--- src/dioh_pkg.sv ---
// Package for the parallel digital I/O port controller: modes, command map, timing.
// Assumes a 40 MHz core clock; all counts derive from it.
package dioh_pkg;
  localparam int CLK_HZ = 40000000;
  // Times in their own units
  localparam int WR_SETUP_US = 1000;
  localparam int RD_RELEASE_US = 100;
  localparam int RD_LATCH_US = 150;
  localparam int STROBE_NS = 1000;
  localparam int WR_SETUP_CYC = (WR_SETUP_US * (CLK_HZ / 1000000));
  localparam int RD_RELEASE_CYC = (RD_RELEASE_US * (CLK_HZ / 1000000));
  localparam int RD_LATCH_CYC = (RD_LATCH_US * (CLK_HZ / 1000000));
  localparam int STROBE_CYC = (STROBE_NS * (CLK_HZ / 1000000) + 999) / 1000;
  // Register offsets
  localparam logic [3:0] ADDR_MODE = 4'h0;
  localparam logic [3:0] ADDR_POL = 4'h1;
  localparam logic [3:0] ADDR_DIR = 4'h2;
  localparam logic [3:0] ADDR_WDATA = 4'h3;
  localparam logic [3:0] ADDR_CMD = 4'h4;
  localparam logic [3:0] ADDR_RDATA = 4'h5;
  localparam logic [3:0] ADDR_STATUS = 4'h6;
  localparam logic [3:0] ADDR_BUILTIN = 4'h7;
  localparam logic [3:0] ADDR_BDIR = 4'h8;
  // Polarity field positions
  localparam int POL_CTL_BIT = 0;
  localparam int POL_FLG_BIT = 1;
  localparam int POL_DIR_BIT = 2;
  localparam int POL_DATA_BIT = 3;
  // Command field positions
  localparam int CMD_WRITE_BIT = 0;
  localparam int CMD_READ_BIT = 1;
  // Status field positions
  localparam int ST_BUSY_BIT = 0;
  localparam int ST_SCAN_OK_BIT = 1;
  localparam int ST_FIFO_FULL_BIT = 2;
  localparam int ST_RVALID_BIT = 3;
  // Reset values
  localparam logic [2:0] MODE_RESET = 3'h1;
  localparam logic [3:0] POL_RESET = 4'h0;
  typedef enum logic [2:0] {
    DIOH_MODE_STATIC = 3'h1,
    DIOH_MODE_READBACK = 3'h2,
    DIOH_MODE_RW_STROBE = 3'h3,
    DIOH_MODE_SPLIT_STROBE = 3'h4,
    DIOH_MODE_HANDSHAKE = 3'h5
  } dioh_mode_t;
  typedef enum logic [2:0] {
    DIOH_IDLE = 3'h0,
    DIOH_WR_SETUP = 3'h1,
    DIOH_WR_STROBE = 3'h2,
    DIOH_RD_RELEASE = 3'h3,
    DIOH_RD_LATCH = 3'h4,
    DIOH_RD_STROBE = 3'h5
  } dioh_state_t;
endpackage : dioh_pkg

--- src/dioh_fifo.sv ---
// Small synchronous FIFO carrying write words towards the port engine.
// Assumes one clock; both sides use valid/ready.
`timescale 1ns/1ps
module dioh_fifo #(
  parameter int WIDTH = 32,
  parameter int DEPTH = 8
) (
  input wire logic clk_in,
  input wire logic resetn_in,
  input wire logic in_valid_in,
  output logic in_ready_out,
  input wire logic [WIDTH-1:0] in_data_in,
  output logic out_valid_out,
  input wire logic out_ready_in,
  output logic [WIDTH-1:0] out_data_out
);
  localparam int AW = (DEPTH > 1) ? $clog2(DEPTH) : 1;
  initial begin
    if (DEPTH < 2 || (DEPTH & (DEPTH - 1)) != 0)
    begin
      $error("FIFO depth must be a power of two of at least 2");
    end
  end
  typedef struct packed {
    logic [DEPTH-1:0][WIDTH-1:0] mem;
    logic [AW-1:0] wptr;
    logic [AW-1:0] rptr;
    logic [AW:0] count;
  } dioh_fifo_st_t;
  dioh_fifo_st_t st_reg;
  dioh_fifo_st_t st_next;
  logic push;
  logic pop;
  // The count is one bit wider than the pointers so that full and empty differ
  assign in_ready_out = (st_reg.count != (AW+1)'(DEPTH));
  assign out_valid_out = (st_reg.count != '0);
  assign out_data_out = st_reg.mem[st_reg.rptr];
  assign push = in_valid_in && in_ready_out;
  assign pop = out_valid_out && out_ready_in;
  always_comb
  begin
    st_next = st_reg;
    if (push)
    begin
      st_next.mem[st_reg.wptr] = in_data_in;
      st_next.wptr = st_reg.wptr + AW'(1);
    end
    if (pop)
    begin
      st_next.rptr = st_reg.rptr + AW'(1);
    end
    st_next.count = st_reg.count + (AW+1)'(push) - (AW+1)'(pop);
  end
  always_ff @(posedge clk_in or negedge resetn_in)
  begin
    if (!resetn_in)
    begin
      st_reg <= '0;
    end
    else
    begin
      st_reg <= st_next;
    end
  end
endmodule : dioh_fifo

--- src/dioh_port.sv ---
// Parallel digital I/O port controller: flow-control modes 1 to 4 on one
// 32-bit module port plus a 4-bit built-in port without flow control.
// Assumes a plain register port with read data one cycle after the strobe.
//
// Implementation choices: the register offsets and the strobed register port.
`timescale 1ns/1ps
module dioh_port
  import dioh_pkg::*;
#(
  parameter int WR_SETUP_CYCLES = WR_SETUP_CYC,
  parameter int FIFO_DEPTH = 8
) (
  input wire logic CORE_CLK_IN,
  input wire logic RESETN_IN,
  input wire logic [3:0] ADDR_IN,
  input wire logic [31:0] WDATA_IN,
  input wire logic WR_IN,
  input wire logic RD_IN,
  output logic [31:0] RDATA_OUT,
  input wire logic [31:0] DATA_IN,
  output logic [31:0] DATA_OUT,
  output logic [31:0] DATA_OE_OUT,
  output logic DIR_LINE_OUT,
  output logic PERIPHERAL_STROBE_LINE_OUT,
  input wire logic PERIPHERAL_FLAG_LINE_IN,
  input wire logic [3:0] BUILTIN_IN,
  output logic [3:0] BUILTIN_OUT,
  output logic [3:0] BUILTIN_OE_OUT,
  output logic SCAN_OK_OUT
);
  initial begin
    // The setup check below watches eight idle-drive cycles, so shorter counts are refused
    if (WR_SETUP_CYCLES < 8 || WR_SETUP_CYCLES > 65535)
    begin
      $error("WR_SETUP_CYCLES out of range");
    end
  end
  typedef struct packed {
    dioh_state_t state;
    logic [2:0] mode;
    logic [3:0] pol;
    logic [3:0] dir_out;
    logic [31:0] wdata;
    logic [31:0] rdata;
    logic rvalid;
    logic [15:0] cnt;
    logic drive;
    logic dir_lvl;
    logic ctl_lvl;
    logic [3:0] b_data;
    logic [3:0] b_dir;
    logic [3:0] b_pol;
    logic [31:0] rd_bus;
    logic [31:0] d_s1;
    logic [31:0] d_s2;
    logic [3:0] b_s1;
    logic [3:0] b_s2;
    logic f_s1;
    logic f_s2;
  } dioh_st_t;
  dioh_st_t st_reg;
  dioh_st_t st_next;
  logic fifo_in_ready;
  logic fifo_out_valid;
  logic fifo_out_ready;
  logic [31:0] fifo_out_data;
  logic wr_push;
  logic [31:0] data_pol;

  function automatic logic [31:0] dioh_group_mask(input logic [3:0] grp);
    logic [31:0] m;
    m = '0;
    for (int g = 0; g < 4; g++)
    begin
      m[g*8 +: 8] = {8{grp[g]}};
    end
    return m;
  endfunction : dioh_group_mask

  function automatic logic dioh_strobe_mode(input logic [2:0] md);
    return (md == DIOH_MODE_RW_STROBE) || (md == DIOH_MODE_SPLIT_STROBE)
      || (md == DIOH_MODE_HANDSHAKE);
  endfunction : dioh_strobe_mode

  assign wr_push = WR_IN && (ADDR_IN == ADDR_WDATA);
  assign fifo_out_ready = (st_reg.state == DIOH_IDLE) && (st_reg.dir_out != '0);
  assign data_pol = {32{st_reg.pol[POL_DATA_BIT]}};

  dioh_fifo #(.WIDTH(32), .DEPTH(FIFO_DEPTH)) u_fifo (
    .clk_in(CORE_CLK_IN),
    .resetn_in(RESETN_IN),
    .in_valid_in(wr_push),
    .in_ready_out(fifo_in_ready),
    .in_data_in(WDATA_IN),
    .out_valid_out(fifo_out_valid),
    .out_ready_in(fifo_out_ready),
    .out_data_out(fifo_out_data)
  );

  always_comb
  begin
    st_next = st_reg;
    st_next.d_s1 = DATA_IN;
    st_next.d_s2 = st_reg.d_s1;
    st_next.b_s1 = BUILTIN_IN;
    st_next.b_s2 = st_reg.b_s1;
    st_next.f_s1 = PERIPHERAL_FLAG_LINE_IN;
    st_next.f_s2 = st_reg.f_s1;
    st_next.rd_bus = '0;
    if (st_reg.cnt != '0)
    begin
      st_next.cnt = st_reg.cnt - 16'h0001;
    end
    if (WR_IN)
    begin
      case (ADDR_IN)
        ADDR_MODE:
        begin
          if (WDATA_IN[2:0] >= 3'h1 && WDATA_IN[2:0] <= 3'h5)
          begin
            st_next.mode = WDATA_IN[2:0];
          end
        end
        ADDR_POL: st_next.pol = WDATA_IN[3:0];
        ADDR_DIR: st_next.dir_out = WDATA_IN[3:0];
        ADDR_BUILTIN: st_next.b_data = WDATA_IN[3:0];
        ADDR_BDIR:
        begin
          st_next.b_dir = WDATA_IN[3:0];
          st_next.b_pol = WDATA_IN[7:4];
        end
        default:
        begin
        end
      endcase
    end
    if (RD_IN)
    begin
      case (ADDR_IN)
        ADDR_MODE: st_next.rd_bus = {29'h0, st_reg.mode};
        ADDR_POL: st_next.rd_bus = {28'h0, st_reg.pol};
        ADDR_DIR: st_next.rd_bus = {28'h0, st_reg.dir_out};
        ADDR_RDATA:
        begin
          st_next.rd_bus = st_reg.rdata;
          st_next.rvalid = 1'b0;
        end
        ADDR_STATUS:
        begin
          st_next.rd_bus[ST_BUSY_BIT] = (st_reg.state != DIOH_IDLE);
          st_next.rd_bus[ST_SCAN_OK_BIT] = !dioh_strobe_mode(st_reg.mode);
          st_next.rd_bus[ST_FIFO_FULL_BIT] = !fifo_in_ready;
          st_next.rd_bus[ST_RVALID_BIT] = st_reg.rvalid;
        end
        ADDR_BUILTIN:
        begin
          st_next.rd_bus = {28'h0, st_reg.b_s2 ^ st_reg.b_pol};
        end
        ADDR_BDIR: st_next.rd_bus = {24'h0, st_reg.b_pol, st_reg.b_dir};
        default: st_next.rd_bus = '0;
      endcase
    end
    case (st_reg.state)
      DIOH_IDLE:
      begin
        if (fifo_out_valid && fifo_out_ready)
        begin
          st_next.wdata = fifo_out_data;
          if (st_reg.mode == DIOH_MODE_SPLIT_STROBE)
          begin
            st_next.drive = 1'b1;
            st_next.dir_lvl = 1'b1;
            st_next.cnt = 16'(STROBE_CYC);
            st_next.state = DIOH_WR_STROBE;
          end
          else
          begin
            // Lines are let go until setup has passed, so a new word never shows early
            st_next.drive = 1'b0;
            st_next.dir_lvl = 1'b0;
            st_next.cnt = 16'(WR_SETUP_CYCLES);
            st_next.state = DIOH_WR_SETUP;
          end
        end
        else if (WR_IN && ADDR_IN == ADDR_CMD && WDATA_IN[CMD_READ_BIT])
        begin
          st_next.cnt = 16'(RD_RELEASE_CYC);
          st_next.state = DIOH_RD_RELEASE;
          if (st_reg.mode == DIOH_MODE_SPLIT_STROBE)
          begin
            st_next.ctl_lvl = 1'b1;
          end
        end
      end
      DIOH_WR_SETUP:
      begin
        if (st_reg.cnt == '0)
        begin
          st_next.drive = 1'b1;
          if (st_reg.mode == DIOH_MODE_RW_STROBE)
          begin
            st_next.ctl_lvl = 1'b1;
            st_next.cnt = 16'(STROBE_CYC);
            st_next.state = DIOH_WR_STROBE;
          end
          else
          begin
            st_next.state = DIOH_IDLE;
          end
        end
      end
      DIOH_WR_STROBE:
      begin
        if (st_reg.cnt == '0)
        begin
          st_next.ctl_lvl = 1'b0;
          if (st_reg.mode == DIOH_MODE_SPLIT_STROBE)
          begin
            st_next.dir_lvl = 1'b0;
          end
          st_next.state = DIOH_IDLE;
        end
      end
      DIOH_RD_RELEASE:
      begin
        if (st_reg.cnt == '0)
        begin
          if (st_reg.mode != DIOH_MODE_READBACK)
          begin
            st_next.drive = 1'b0;
            if (st_reg.mode != DIOH_MODE_SPLIT_STROBE)
            begin
              st_next.dir_lvl = 1'b1;
            end
          end
          st_next.cnt = 16'(RD_LATCH_CYC);
          st_next.state = DIOH_RD_LATCH;
        end
      end
      DIOH_RD_LATCH:
      begin
        if (st_reg.cnt == '0)
        begin
          // With drive held (mode 2) output bytes read back the written word; other bytes come from the pins with the data polarity
          st_next.rdata = st_reg.drive
            ? ((st_reg.wdata & dioh_group_mask(st_reg.dir_out))
              | ((st_reg.d_s2 ^ data_pol) & ~dioh_group_mask(st_reg.dir_out)))
            : (st_reg.d_s2 ^ data_pol);
          st_next.rvalid = 1'b1;
          if (st_reg.mode == DIOH_MODE_RW_STROBE)
          begin
            st_next.ctl_lvl = 1'b1;
            st_next.cnt = 16'(STROBE_CYC);
            st_next.state = DIOH_RD_STROBE;
          end
          else
          begin
            st_next.ctl_lvl = 1'b0;
            st_next.state = DIOH_IDLE;
          end
        end
      end
      DIOH_RD_STROBE:
      begin
        if (st_reg.cnt == '0)
        begin
          st_next.ctl_lvl = 1'b0;
          st_next.state = DIOH_IDLE;
        end
      end
      default: st_next.state = DIOH_IDLE;
    endcase
  end

  always_ff @(posedge CORE_CLK_IN or negedge RESETN_IN)
  begin
    if (!RESETN_IN)
    begin
      st_reg <= '0;
      st_reg.mode <= MODE_RESET;
      st_reg.pol <= POL_RESET;
      st_reg.dir_lvl <= 1'b1;
    end
    else
    begin
      st_reg <= st_next;
    end
  end

  // Module port drives only output groups while the engine holds the lines
  assign DATA_OUT = st_reg.wdata ^ data_pol;
  assign DATA_OE_OUT = st_reg.drive ? dioh_group_mask(st_reg.dir_out) : 32'h0;
  assign DIR_LINE_OUT = st_reg.dir_lvl ^ st_reg.pol[POL_DIR_BIT];
  assign PERIPHERAL_STROBE_LINE_OUT = st_reg.ctl_lvl ^ st_reg.pol[POL_CTL_BIT];
  assign BUILTIN_OUT = st_reg.b_data ^ st_reg.b_pol;
  assign BUILTIN_OE_OUT = st_reg.b_dir;
  assign SCAN_OK_OUT = !dioh_strobe_mode(st_reg.mode);
  assign RDATA_OUT = st_reg.rd_bus;
endmodule : dioh_port

--- config.mk ---
export PLATFORM = sky130hd
export DESIGN_NAME = dioh_port
export DESIGN_NICKNAME = d
export VERILOG_FILES = /design/src/dioh_pkg.sv /design/src/dioh_fifo.sv /design/src/dioh_port.sv
export SDC_FILE = /design/constraint.sdc
export NUM_CORES = 1
export LEC_CHECK = 0
export ABC_AREA = 1
export BUFFER_PORTS_ARGS = -buffer_cell sky130_fd_sc_hd__buf_2
export CORE_UTILIZATION = 50
export DETAILED_ROUTE_END_ITERATION = 6
export PLACE_DENSITY = 0.69
export SYNTH_ARGS = -nofsm -noshare
export SYNTH_HDL_FRONTEND = slang
export SYNTH_SLANG_ARGS = --single-unit
--- constraint.sdc ---
create_clock -name CORE_CLK_IN -period 4.9 [get_ports CORE_CLK_IN]
set_clock_uncertainty 0.15 [all_clocks]
set_input_delay 0.735 -clock CORE_CLK_IN [delete_from_list [all_inputs] [get_ports CORE_CLK_IN]]
set_output_delay 0.735 -clock CORE_CLK_IN [all_outputs]
set_load 0.02 [all_outputs]
* After elaboration in Yosys (flattened, before gate mapping)
Cells that the tools add are included.
** Word-level totals
- Bits of input ports :: 77
- Flip-flop bits (word level) :: 480
- Logic and storage cells :: 166
** Cells by class
- Magnitude comparators :: 5
- Eq/ne operators :: 34
- Bitwise operators :: 10
- $add $sub $neg :: 5
- Muxes and demuxes :: 48
- Reduce and logical (&&, ||, !) cells :: 34
** Operators by type and width (count)
- 256-bit bitwise mux :: 1
- 32-bit two-way mux :: 5
- 32-bit binary-select mux with 3-bit select :: 1
- 32-bit demux with 3-bit select :: 1
- 32-bit AND :: 2
- 16-bit two-way mux :: 4
- 16-bit one-hot mux with 4 select lines :: 1
- 32-bit bitwise XOR :: 2
- 28-bit one-hot mux with 2 select lines :: 1
- 18-bit two-way mux :: 2
- 17-bit two-way mux :: 2
- 32-bit NOT :: 1
- 32-bit bitwise OR :: 1
- 4-bit one-hot mux with 7 select lines :: 1
- 3-bit two-way mux :: 7
- 2-bit != test, second input constant :: 10
- 4-bit by 3-bit == test with 1-bit output, second input constant :: 4
- 16-bit zero test :: 1
- 16-bit nonzero test :: 1
- 16-bit by 1-bit subtractor with 16-bit output, second input constant :: 1
- 3-bit one-hot mux with 5 select lines :: 1
- 1-bit two-way mux :: 13
- 3-bit == test, second input constant :: 4
- 2-bit AND reduction :: 6
- 34 further kinds :: 63

* Longest topological paths before layout
Gate-level depths: netlist of run 1.
- Word-level depth :: 6
- Depth in mapped cells :: 13
- Depth with buffers taken out :: 12

* By module
Synthesis of run 1 repeated with hierarchy kept, for this count alone.
** Second synthesis, totals
- Cell total of the unflattened synthesis :: 3028
- Area, all modules :: 24233.2 um^2
** By module, submodules not included
- dioh_fifo :: instances 1, cells an instance 2089, area each 14453.9 um^2, sequential area each 6656.4 um^2
- dioh_port :: instances 1, cells an instance 939, area each 9779.4 um^2, sequential area each 5357.6 um^2

* Worst setup path after synthesis of run 1
OpenSTA, ideal clock, no wires.
- Path type :: reg-to-reg
- Start :: reg st_reg[214] in the netlist's numbering
- End :: reg u_fifo.st_reg[2] in the netlist's numbering
- Library setup time :: 123 ps
- Period minus slack after synthesis :: 2477 ps
- Path buffers :: 2
- Setup slack :: 2423 ps
- Arrival time :: 2205 ps
- Cell stages (with the launch flop) :: 14
- Path through :: dfrtp_1 > nor2_4 > inv_2 > nor2_4 > inv_2 > nor2_4 > buf_6 > buf_6 > ha_1 > inv_1 > ha_1 > inv_1 > fa_1 > xnor2_1
** RTL lines
- start, declared :: line dioh_port.sv:61 : dioh_st_t st_reg;
- start signal, assigned :: line dioh_port.sv:286 : st_reg <= st_next;
- end signal, assigned :: line dioh_fifo.sv:62 : st_reg <= st_next;
- end, declared :: line dioh_fifo.sv:30 : dioh_fifo_st_t st_reg;

* Final worst setup path of run 1
- Start :: reg st_reg, in the netlist data_pol[0]
- End :: out DATA_OUT[3]
** Between the ends
- Longest elaborated chain between the ends :: 1
** RTL lines
- 32-bit bitwise XOR :: line dioh_port.sv:291 : assign DATA_OUT = st_reg.wdata ^ data_pol;
- end, declared :: line dioh_port.sv:21 : output logic [31:0] DATA_OUT,
Every way passes these cells.

==> results.cfg, run 1 <==
[status]
status = finished, final reports clean

[floorplanning]
initial_utilization = 0.508
coreArea_um2 = 43100
die_y_um = 211
row_count = 76
die_x_um = 211
die-area_um2 = 44600
io_pins = 184

[route]
via_count = 15989
wirelength_um = 53100
met1_length_um = 23800
first_pass_iters = 5
avgViaCountPerCell = 5.32
route.met3.wl_um = 2870
drt_iter0_markers = 1412
drc_errors = 0
dr.max_layer_used = met5
routedWlPerCell_um = 17.6
ant_nets = 0
met2_wirelength_um = 25000

[placed_design]
hpwl_um = 32500
port_buffers = 182
dpl_cell_area_um2 = 22600
finalWeightedCongestion = 0.900
dp.cells = 2915

[critical_path]
critPathKind = reg2out
start_kind = flop
end_kind = primary output
r2r_start = st_reg[214]$_DFFE_PN0P_
crit_fanout = 53
worstPathRequired_ps = 4010
critPathArrivalTime_ps = 2430
cp-startpoint = data_pol[0]$_DFFE_PN0P_

[sta]
fin_setup_tns_ps = 0
finalSetupViolCount = 0
final-hold-violation-count = 0
period_share = 0.676
period_minus_slack_ps = 3310
rsz0062_at_grt = false
fmax_mhz = 302
maxSlewHeadroom = 0.226
worst_pin_slew_ps = 1160
drv_slew = 0

[synthesis]
synth_ff_type = dfrtp_1
synth_edf_count = 0
synth_area_um2 = 21900
async_flop_share = 1.00
synth_top_area_share = 0.547
ys_top_cells_by_count = 478 x dfrtp_1, 471 x nand2_1, 223 x o21ai_0, 199 x inv_1, 199 x o21ai_1
syn_nets = 2409
synth_cell_types = 50
synth-seq-area-share = 0.549
synth_cells = 2321
synth.largest_area_cell = dfrtp_1
synth_area_leaders = dfrtp_1 55%, nand2_1 8.1%, o21ai_0 5.1%, o21ai_1 4.6%, mux2i_1 3.6%
yosysMostFrequentCell = dfrtp_1
yosysWarnings = 0
syn-mean-instance-area_um2 = 9.43
synth_seq_cells = 480

[layout]
largest_reg_flops = 266
final_nets = 2470
drive_above_1_share = 0.151
fillers = 3753
area.growth.synth_to_final_pct = 10.6
design_area_um2 = 24200
fin_cells = 3008

[clocking]
numCtsBuffers = 50
cts.root.buffer_cell = clkbuf_16
cts_resized = 0
cts.htree.levels = 2
clkSinkCount = 480
clock_latency_ps = 590
cts.hold.buffers_added = 0
cts_setup_buffers = 0
path_clk_slew_ps = 60
cts_tree = yes
clockBufferDepth = 3

[global_route]
grt_pass1_wl_um = 83900
grt_antenna_before_repair = 2
grt_max_degree = 118
grt_usage = 0.241
grt_pass1_vias = 15518
gr-total-overflow = 0

[pwr]
comb_power_share = 0.336
ir_drop_uv = 422
p_seq_frac = 0.398
p_int_mw = 8.74
netSwitchingFraction = 0.379
pwr_density_cell_nw_per_um2 = 582
clock_power_share = 0.266
switchingPower_mw = 5.33
power_mw = 14.1
p_leak_nw = 11.7

[job]
cap_violations = 0

[min_path]
hp-class = in2async
[critical path, stage by stage (launching register included)]
cell and delay, ps:
dfrtp_4 1000, buf_4 390, xor2_1 230, buf_2 200
[cell usage in the layout (no fill, tap or decap), types with 30 or more instances in the layout]
| cell type | synthesis | layout |
|---|---|---|
| dfrtp_1 | 478 | 474 |
| nand2_1 | 471 | 471 |
| o21ai_0 | 223 | 223 |
| o21ai_1 | 199 | 199 |
| inv_1 | 199 | 197 |
| buf_2 | 57 | 181 |
| nor2_1 | 82 | 82 |
| xor2_1 | 81 | 81 |
| a21oi_1 | 81 | 81 |
| mux2i_1 | 78 | 78 |
| clkbuf_16 | 0 | 53 |
| o211ai_1 | 52 | 52 |
| nand3_1 | 47 | 47 |
| o21ai_2 | 30 | 30 |
[power by group through the flow]
| stage | Sequential (mW) | Combinational [mW] | Clock [mW] |
|---|---|---|---|
| 6_report | 5.60 | 4.73 | 3.74 |
| 5_1_grt | 5.70 | 5.25 | 3.99 |
| 4_1_cts | 5.59 | 4.73 | 3.81 |
| 3_5_place_dp | 5.65 | 4.70 | 0 |
| 3_3_place_gp | 5.60 | 4.59 | 0 |
| 2_1_floorplan | 5.30 | 3.73 | 0 |
[cells by family after synthesis]
kind of cell / Yosys count / share of synthesized area
AOI/OAI and AO/OA: 600 / 0.151
DFF: 480 / 0.549
and+or+nand+nor: 659 / 0.131
xor gates and xnor gates: 87 / 0.0348
buffers and inverters: 404 / 0.0912
muxes: 80 / 0.0367
adders and majority gates: 11 / 0.00663
[cell type report]
class                   count  area (um2)  area share
flip-flops and latches    480       12000       0.497
multi-input cells        1437        7880       0.326
clock buffers              85        1570      0.0647
repair buffers            197        1110      0.0458
inverters                 216         817      0.0338
well taps                 585         732      0.0302
clock inverters             7        67.6     0.00279
diodes                      1        2.50    0.000103
[through the flow]
stage	hold slack [ps]	worst slack, ps	utilization
after floorplan	181	2420	-
after global routing	80.6	1480	0.562
final	92.8	1590	0.562
after detailed placement	185	1840	0.524
after global placement	183	1900	0.524
after CTS	68.2	1510	0.562
[final timing paths]
check                                            endpoint  slack [ps]  depth (start not counted)
max                                           DATA_OUT[3]        1590                          3
min                                  st_next[3]$_DFF_PN0_          90                          1
max reg2reg                    u_fifo.st_reg[1]$_DFF_PN0_        1990                         11
min reg2reg                          st_reg[35]$_DFF_PN0_         200                          0
max in group asynchronous  u_fifo.st_reg[103]$_DFFE_PN0P_        3440                          2
min in group CORE_CLK_IN             st_next[5]$_DFF_PN0_         100                          1
[metal layers]
metal,global-route usage,vias to the layer above
li1,-,7675
met1,0.332,7760
met2,0.385,471
met3,0.0387,81
met4,0.0880,2
met5,0,-
(Power assumes the default switching activity.)
==> run 2: changes to the inputs <==
Settings changed: ABC_AREA 1 to 0.
Clock period 4.9 ns to 3.43 ns, I/O delays scaled along.
==> results.cfg, run 2 <==
[pwr]
comb_power_share = 0.149
p_seq_frac = 0.473
p_leak_nw = 11.8
ir_drop_uv = 449
netSwitchingFraction = 0.257
clock_power_share = 0.377
p_int_mw = 10.6
pwr_density_cell_nw_per_um2 = 579
power_mw = 14.2
switchingPower_mw = 3.66

[global_route]
grt_antenna_before_repair = 3
grt_usage = 0.220
grt_pass1_vias = 13472
grt_max_degree = 68
grt_pass1_wl_um = 75500
gr-total-overflow = 0

[synthesis]
synth_edf_count = 0
synth_ff_type = dfrtp_1
synth.largest_area_cell = dfrtp_1
synth_area_um2 = 21400
synth_top_area_share = 0.558
synth_seq_cells = 480
synth_cells = 1593
async_flop_share = 1.00
synth_xor_area_frac = 0.0376
ys_top_cells_by_count = 478 x dfrtp_1, 229 x mux2_2, 91 x nand2_1, 83 x o21ai_0
yosysWarnings = 0
yosysMostFrequentCell = dfrtp_1
synth-seq-area-share = 0.560
synth.area.mux_share = 0.231
synth-simple-area-share = 0.0664
synth_area_leaders = dfrtp_1 56%, mux2_2 12%, mux4_2 6.7%, mux2_1 2.6%, buf_4 2.2%
synth_cell_types = 74
synth-adder-area-share = 0.00677
syn_nets = 1681
synth_top_family_by_area = multiplexers
syn-mean-instance-area_um2 = 13.5
synth_compound_area_frac = 0.0525

[clocking]
cts_tree = yes
cts.root.buffer_cell = clkbuf_16
path_clk_slew_ps = 60
clkSinkCount = 480
cts_resized = 0
cts.htree.levels = 2
clockBufferDepth = 3
clock_latency_ps = 570
cts_setup_buffers = 0
numCtsBuffers = 48

[critical_path]
slowest_delay_ps = 970
cp_cell_sequence = xor2_1, buf_2
reg2reg_to = u_fifo.st_reg[1]$_DFF_PN0_
end_kind = primary output
worstPathRequired_ps = 2770
critPathArrivalTime_ps = 2100
start_kind = flop
r2r_cells = 8
crit_fanout = 48
crit_slowest_cell = dfrtp_4
r2r_start = st_reg[213]$_DFFE_PN0P_
regToRegSetupSlack_ps = 710
critPathKind = reg2out

[floorplanning]
row_count = 75
die_y_um = 209
coreArea_um2 = 42100
die-area_um2 = 43700
die_x_um = 209
io_pins = 184
initial_utilization = 0.509

[route]
routedWlPerCell_um = 20.3
avgViaCountPerCell = 5.60
first_pass_iters = 7
ant_nets = 0
via_count = 12967
drc_errors = 1
wirelength_um = 47000
drt_iter0_markers = 1043

[sta]
period_share = 0.806
maxSlewHeadroom = 0.438
final-hold-violation-count = 0
period_minus_slack_ps = 2760
whs_ps = 116
rsz0062_at_grt = false
fin_setup_tns_ps = 0
finalSetupViolCount = 0
worst_pin_slew_ps = 843
fmax_mhz = 362
drv_slew = 0

[layout]
layout_commonest_cell = dfrtp_1
area.growth.synth_to_final_pct = 14.5
final_nets = 1829
fin_cells = 2317
largest_reg_flops = 266
design_area_um2 = 24600
drive_above_1_share = 0.349
layout.cells.most_common_list = 474 x dfrtp_1, 229 x mux2_2, 181 x buf_2, 91 x nand2_1, 83 x o21ai_0

[min_path]
hp-class = in2reg
holdPathEnd = u_fifo.st_reg[259]$_DFFE_PN0P_
hold_depth = 2
min-delay-start = WDATA_IN[25]

[placed_design]
dpl_cell_area_um2 = 22600
hpwl_um = 30500
port_buffers = 182
finalWeightedCongestion = 0.913
dp.cells = 2193

[job]
cap_violations = 0

[status]
status = complete, but fails checks
violations = design-rule violations
-- run 2: changes by cell type after synthesis, sizes merged, moves of 37 or more --
cell,change
inv,-193
mux2i,-41
nor2,-46
nand3,-49
o211ai,-49
buf,-37
mux4,+64
mux2,+277
xnor2,+40
nand2,-386
o21ai,-369
-- run 2: worst max path at each step --
| stage | startpoint | endpoint | slack, ps | depth (start not counted) |
|---|---|---|---|---|
| global placement | ADDR_IN[1] | u_fifo.st_reg[234]$_DFFE_PN0P_ | 660 | 7 |
| finish | data_pol[0]$_DFFE_PN0P_ | DATA_OUT[22] | 670 | 2 |
| CTS | data_pol[0]$_DFFE_PN0P_ | DATA_OUT[22] | 630 | 2 |
| floorplan | st_reg[214]$_DFFE_PN0P_ | u_fifo.st_reg[2]$_DFF_PN0_ | 430 | 12 |
| detailed placement | ADDR_IN[1] | u_fifo.st_reg[246]$_DFFE_PN0P_ | 620 | 7 |
| global route | st_reg[213]$_DFFE_PN0P_ | u_fifo.st_reg[2]$_DFF_PN0_ | 590 | 8 |
-- run 2: stage by stage --
step / worst slack (ps) / util
after global routing: 590 / 0.583
after detailed placement: 625 / 0.536
after CTS: 631 / 0.583
after floorplan: 429 / -
after global placement: 662 / 0.536
final: 665 / 0.583
-- run 2: power groups by stage --
stage,combinational [mW],clock [mW],sequential (mW)
3_5_place_dp,2.09,0,6.83
3_3_place_gp,2.03,0,6.78
5_1_grt,2.33,5.71,6.80
4_1_cts,2.14,5.49,6.73
6_report,2.12,5.36,6.73
2_1_floorplan,1.53,0,6.62
-- run 2: kinds of logic after synthesis --
family,Yosys count
XOR/XNOR,92
AND/OR/NAND/NOR,264
adder cells (fa/ha/maj),11
buffers and inverters,177
flip-flops,480
AO/OA/AOI/OAI,189
multiplexers,380
-- run 2: area by class of cell --
cell class	count	area (um2)
diodes	1	2.50
clock buffers	71	1430
clock inverters	15	196
fillers	3220	17600
inverters	19	71.3
multi-input cells	936	8460
flip-flops and latches	480	12000
well taps	539	674
repair buffers	256	1710
-- run 2: critical path, delay by kind of cell (launching register included) --
kind	cells	cell delay, ps
DFF	1	970
xor gates and xnor gates	1	330
buffers and inverters	1	230
-- run 2: routing by layer --
metal  up-vias  GRT usage  share of wire
met5         -          0        0.00062
met4         4     0.0515          0.019
met3        72     0.0430          0.055
met2       311      0.351           0.47
met1      6693      0.312           0.46
li1       5887          -              -
-- run 2: what timing repair did --
item / 4_1_cts / 5_1_grt
endpoints found under the setup margin: 0 / 0
hold buffers: 37 / 0
hold endpoints to repair: 92 / 0
==> run 3: changes to the inputs <==
Clock period 3.43 ns to 2.9 ns, I/O delays scaled along.
==> results.cfg, run 3 (synthesis results as in run 2) <==
[route]
drc_errors = 0
via_count = 12944
routedWlPerCell_um = 20.1
avgViaCountPerCell = 5.57
ant_nets = 0
drt_iter0_markers = 995
wirelength_um = 46700
first_pass_iters = 5

[pwr]
netSwitchingFraction = 0.259
p_seq_frac = 0.481
clock_power_share = 0.363
p_leak_nw = 11.8
switchingPower_mw = 4.25
comb_power_share = 0.156
p_int_mw = 12.2
ir_drop_uv = 426
pwr_density_cell_nw_per_um2 = 670
power_mw = 16.4

[layout]
largest_reg_flops = 266
multiInputGateArea_um2 = 8460
design_area_um2 = 24500
fin_cells = 2325
final_nets = 1839
layout_commonest_cell = dfrtp_1
final_util = 0.582
fillers = 3287
drive_above_1_share = 0.352
layout.cells.most_common_list = 474 x dfrtp_1, 229 x mux2_2, 181 x buf_2, 91 x nand2_1, 83 x o21ai_0
final-seq-area_um2 = 12000
area.growth.synth_to_final_pct = 14.2

[global_route]
grt_max_degree = 100
grt_usage = 0.220
gr-total-overflow = 0
grt_pass1_vias = 13480
grt_antenna_before_repair = 4
grt_pass1_wl_um = 75400

[floorplanning]
coreArea_um2 = 42100
die_y_um = 209
io_pins = 184
initial_utilization = 0.509
die-area_um2 = 43700
row_count = 75
die_x_um = 209

[sta]
maxSlewHeadroom = 0.603
worst_pin_slew_ps = 596
drv_slew = 0
whs_ps = 40.6
setup_slack_ps = 266
fmax_mhz = 380
rsz0062_at_grt = false
period_share = 0.908
final-hold-violation-count = 0
period_minus_slack_ps = 2630
fin_setup_tns_ps = 0
finalSetupViolCount = 0

[critical_path]
critPathArrivalTime_ps = 2050
worstPathRequired_ps = 2320
crit_fanout = 44
start_kind = flop
critPathKind = reg2out
end_kind = primary output

[clocking]
clockBufferDepth = 3
cts_resized = 0
numCtsBuffers = 48
cts_tree = yes
path_clk_slew_ps = 60
clock_latency_ps = 570
clkSinkCount = 480
cts.htree.levels = 2
cts.root.buffer_cell = clkbuf_16

[job]
cap_violations = 0

[status]
status = finished, final reports clean

[min_path]
hp-class = in2reg

[placed_design]
dp.cells = 2203
dp_slack_ps = 386
dpl_cell_area_um2 = 22600
port_buffers = 182
hpwl_um = 30300
finalWeightedCongestion = 0.861
[run 3: what timing repair did]
item	in CTS	in global routing
buffers inserted	0	0
hold buffers	37	0
hold endpoints to repair	78	0
[run 3: routing by layer]
layer / GRT usage / share of wire
met1: 0.316 / 0.47
met2: 0.345 / 0.46
met3: 0.0406 / 0.048
met4: 0.0576 / 0.020
met5: 0 / 0.00049
[run 3: area by class of cell]
cell class	count	share of cell area
repair buffers	266	0.0717
inverters	19	0.00291
clock buffers	71	0.0575
well taps	539	0.0275
diodes	1	0.000102
clock inverters	13	0.00429
multi-input cells	936	0.345
flip-flops and latches	480	0.491
[run 3: worst max-delay path: stages (launching register included)]
cell and delay [ps]:
dfrtp_4 670, buf_12 340, xor2_1 240, buf_2 200
[run 3: final timing paths]
kind | start | to | slack, ps | depth (start not counted)
hold reg to reg | st_next[29]$_DFF_PN0_ | st_reg[29]$_DFF_PN0_ | 200 | 0
setup / recovery | data_pol[0]$_DFFE_PN0P_ | DATA_OUT[20] | 270 | 3
min in group asynchronous | RESETN_IN | u_fifo.st_reg[263]$_DFFE_PN0P_ | 230 | 2
max in group asynchronous | RESETN_IN | data_pol[0]$_DFFE_PN0P_ | 1470 | 3
hold / removal | WDATA_IN[28] | u_fifo.st_reg[134]$_DFFE_PN0P_ | 40 | 2
setup reg to reg | u_fifo.st_reg[2]$_DFF_PN0_ | u_fifo.st_reg[199]$_DFFE_PN0P_ | 390 | 8
[run 3: power groups by stage]
stage                     clock network (mW)  logic [mW]  registers, mW
after floorplan                            0        1.81           7.83
after global placement                     0        2.46           7.97
after detailed placement                   0        2.52           8.02
after CTS                               6.11        2.58           7.90
after global routing                    6.37        2.81           8.00
final                                   5.96        2.56           7.91
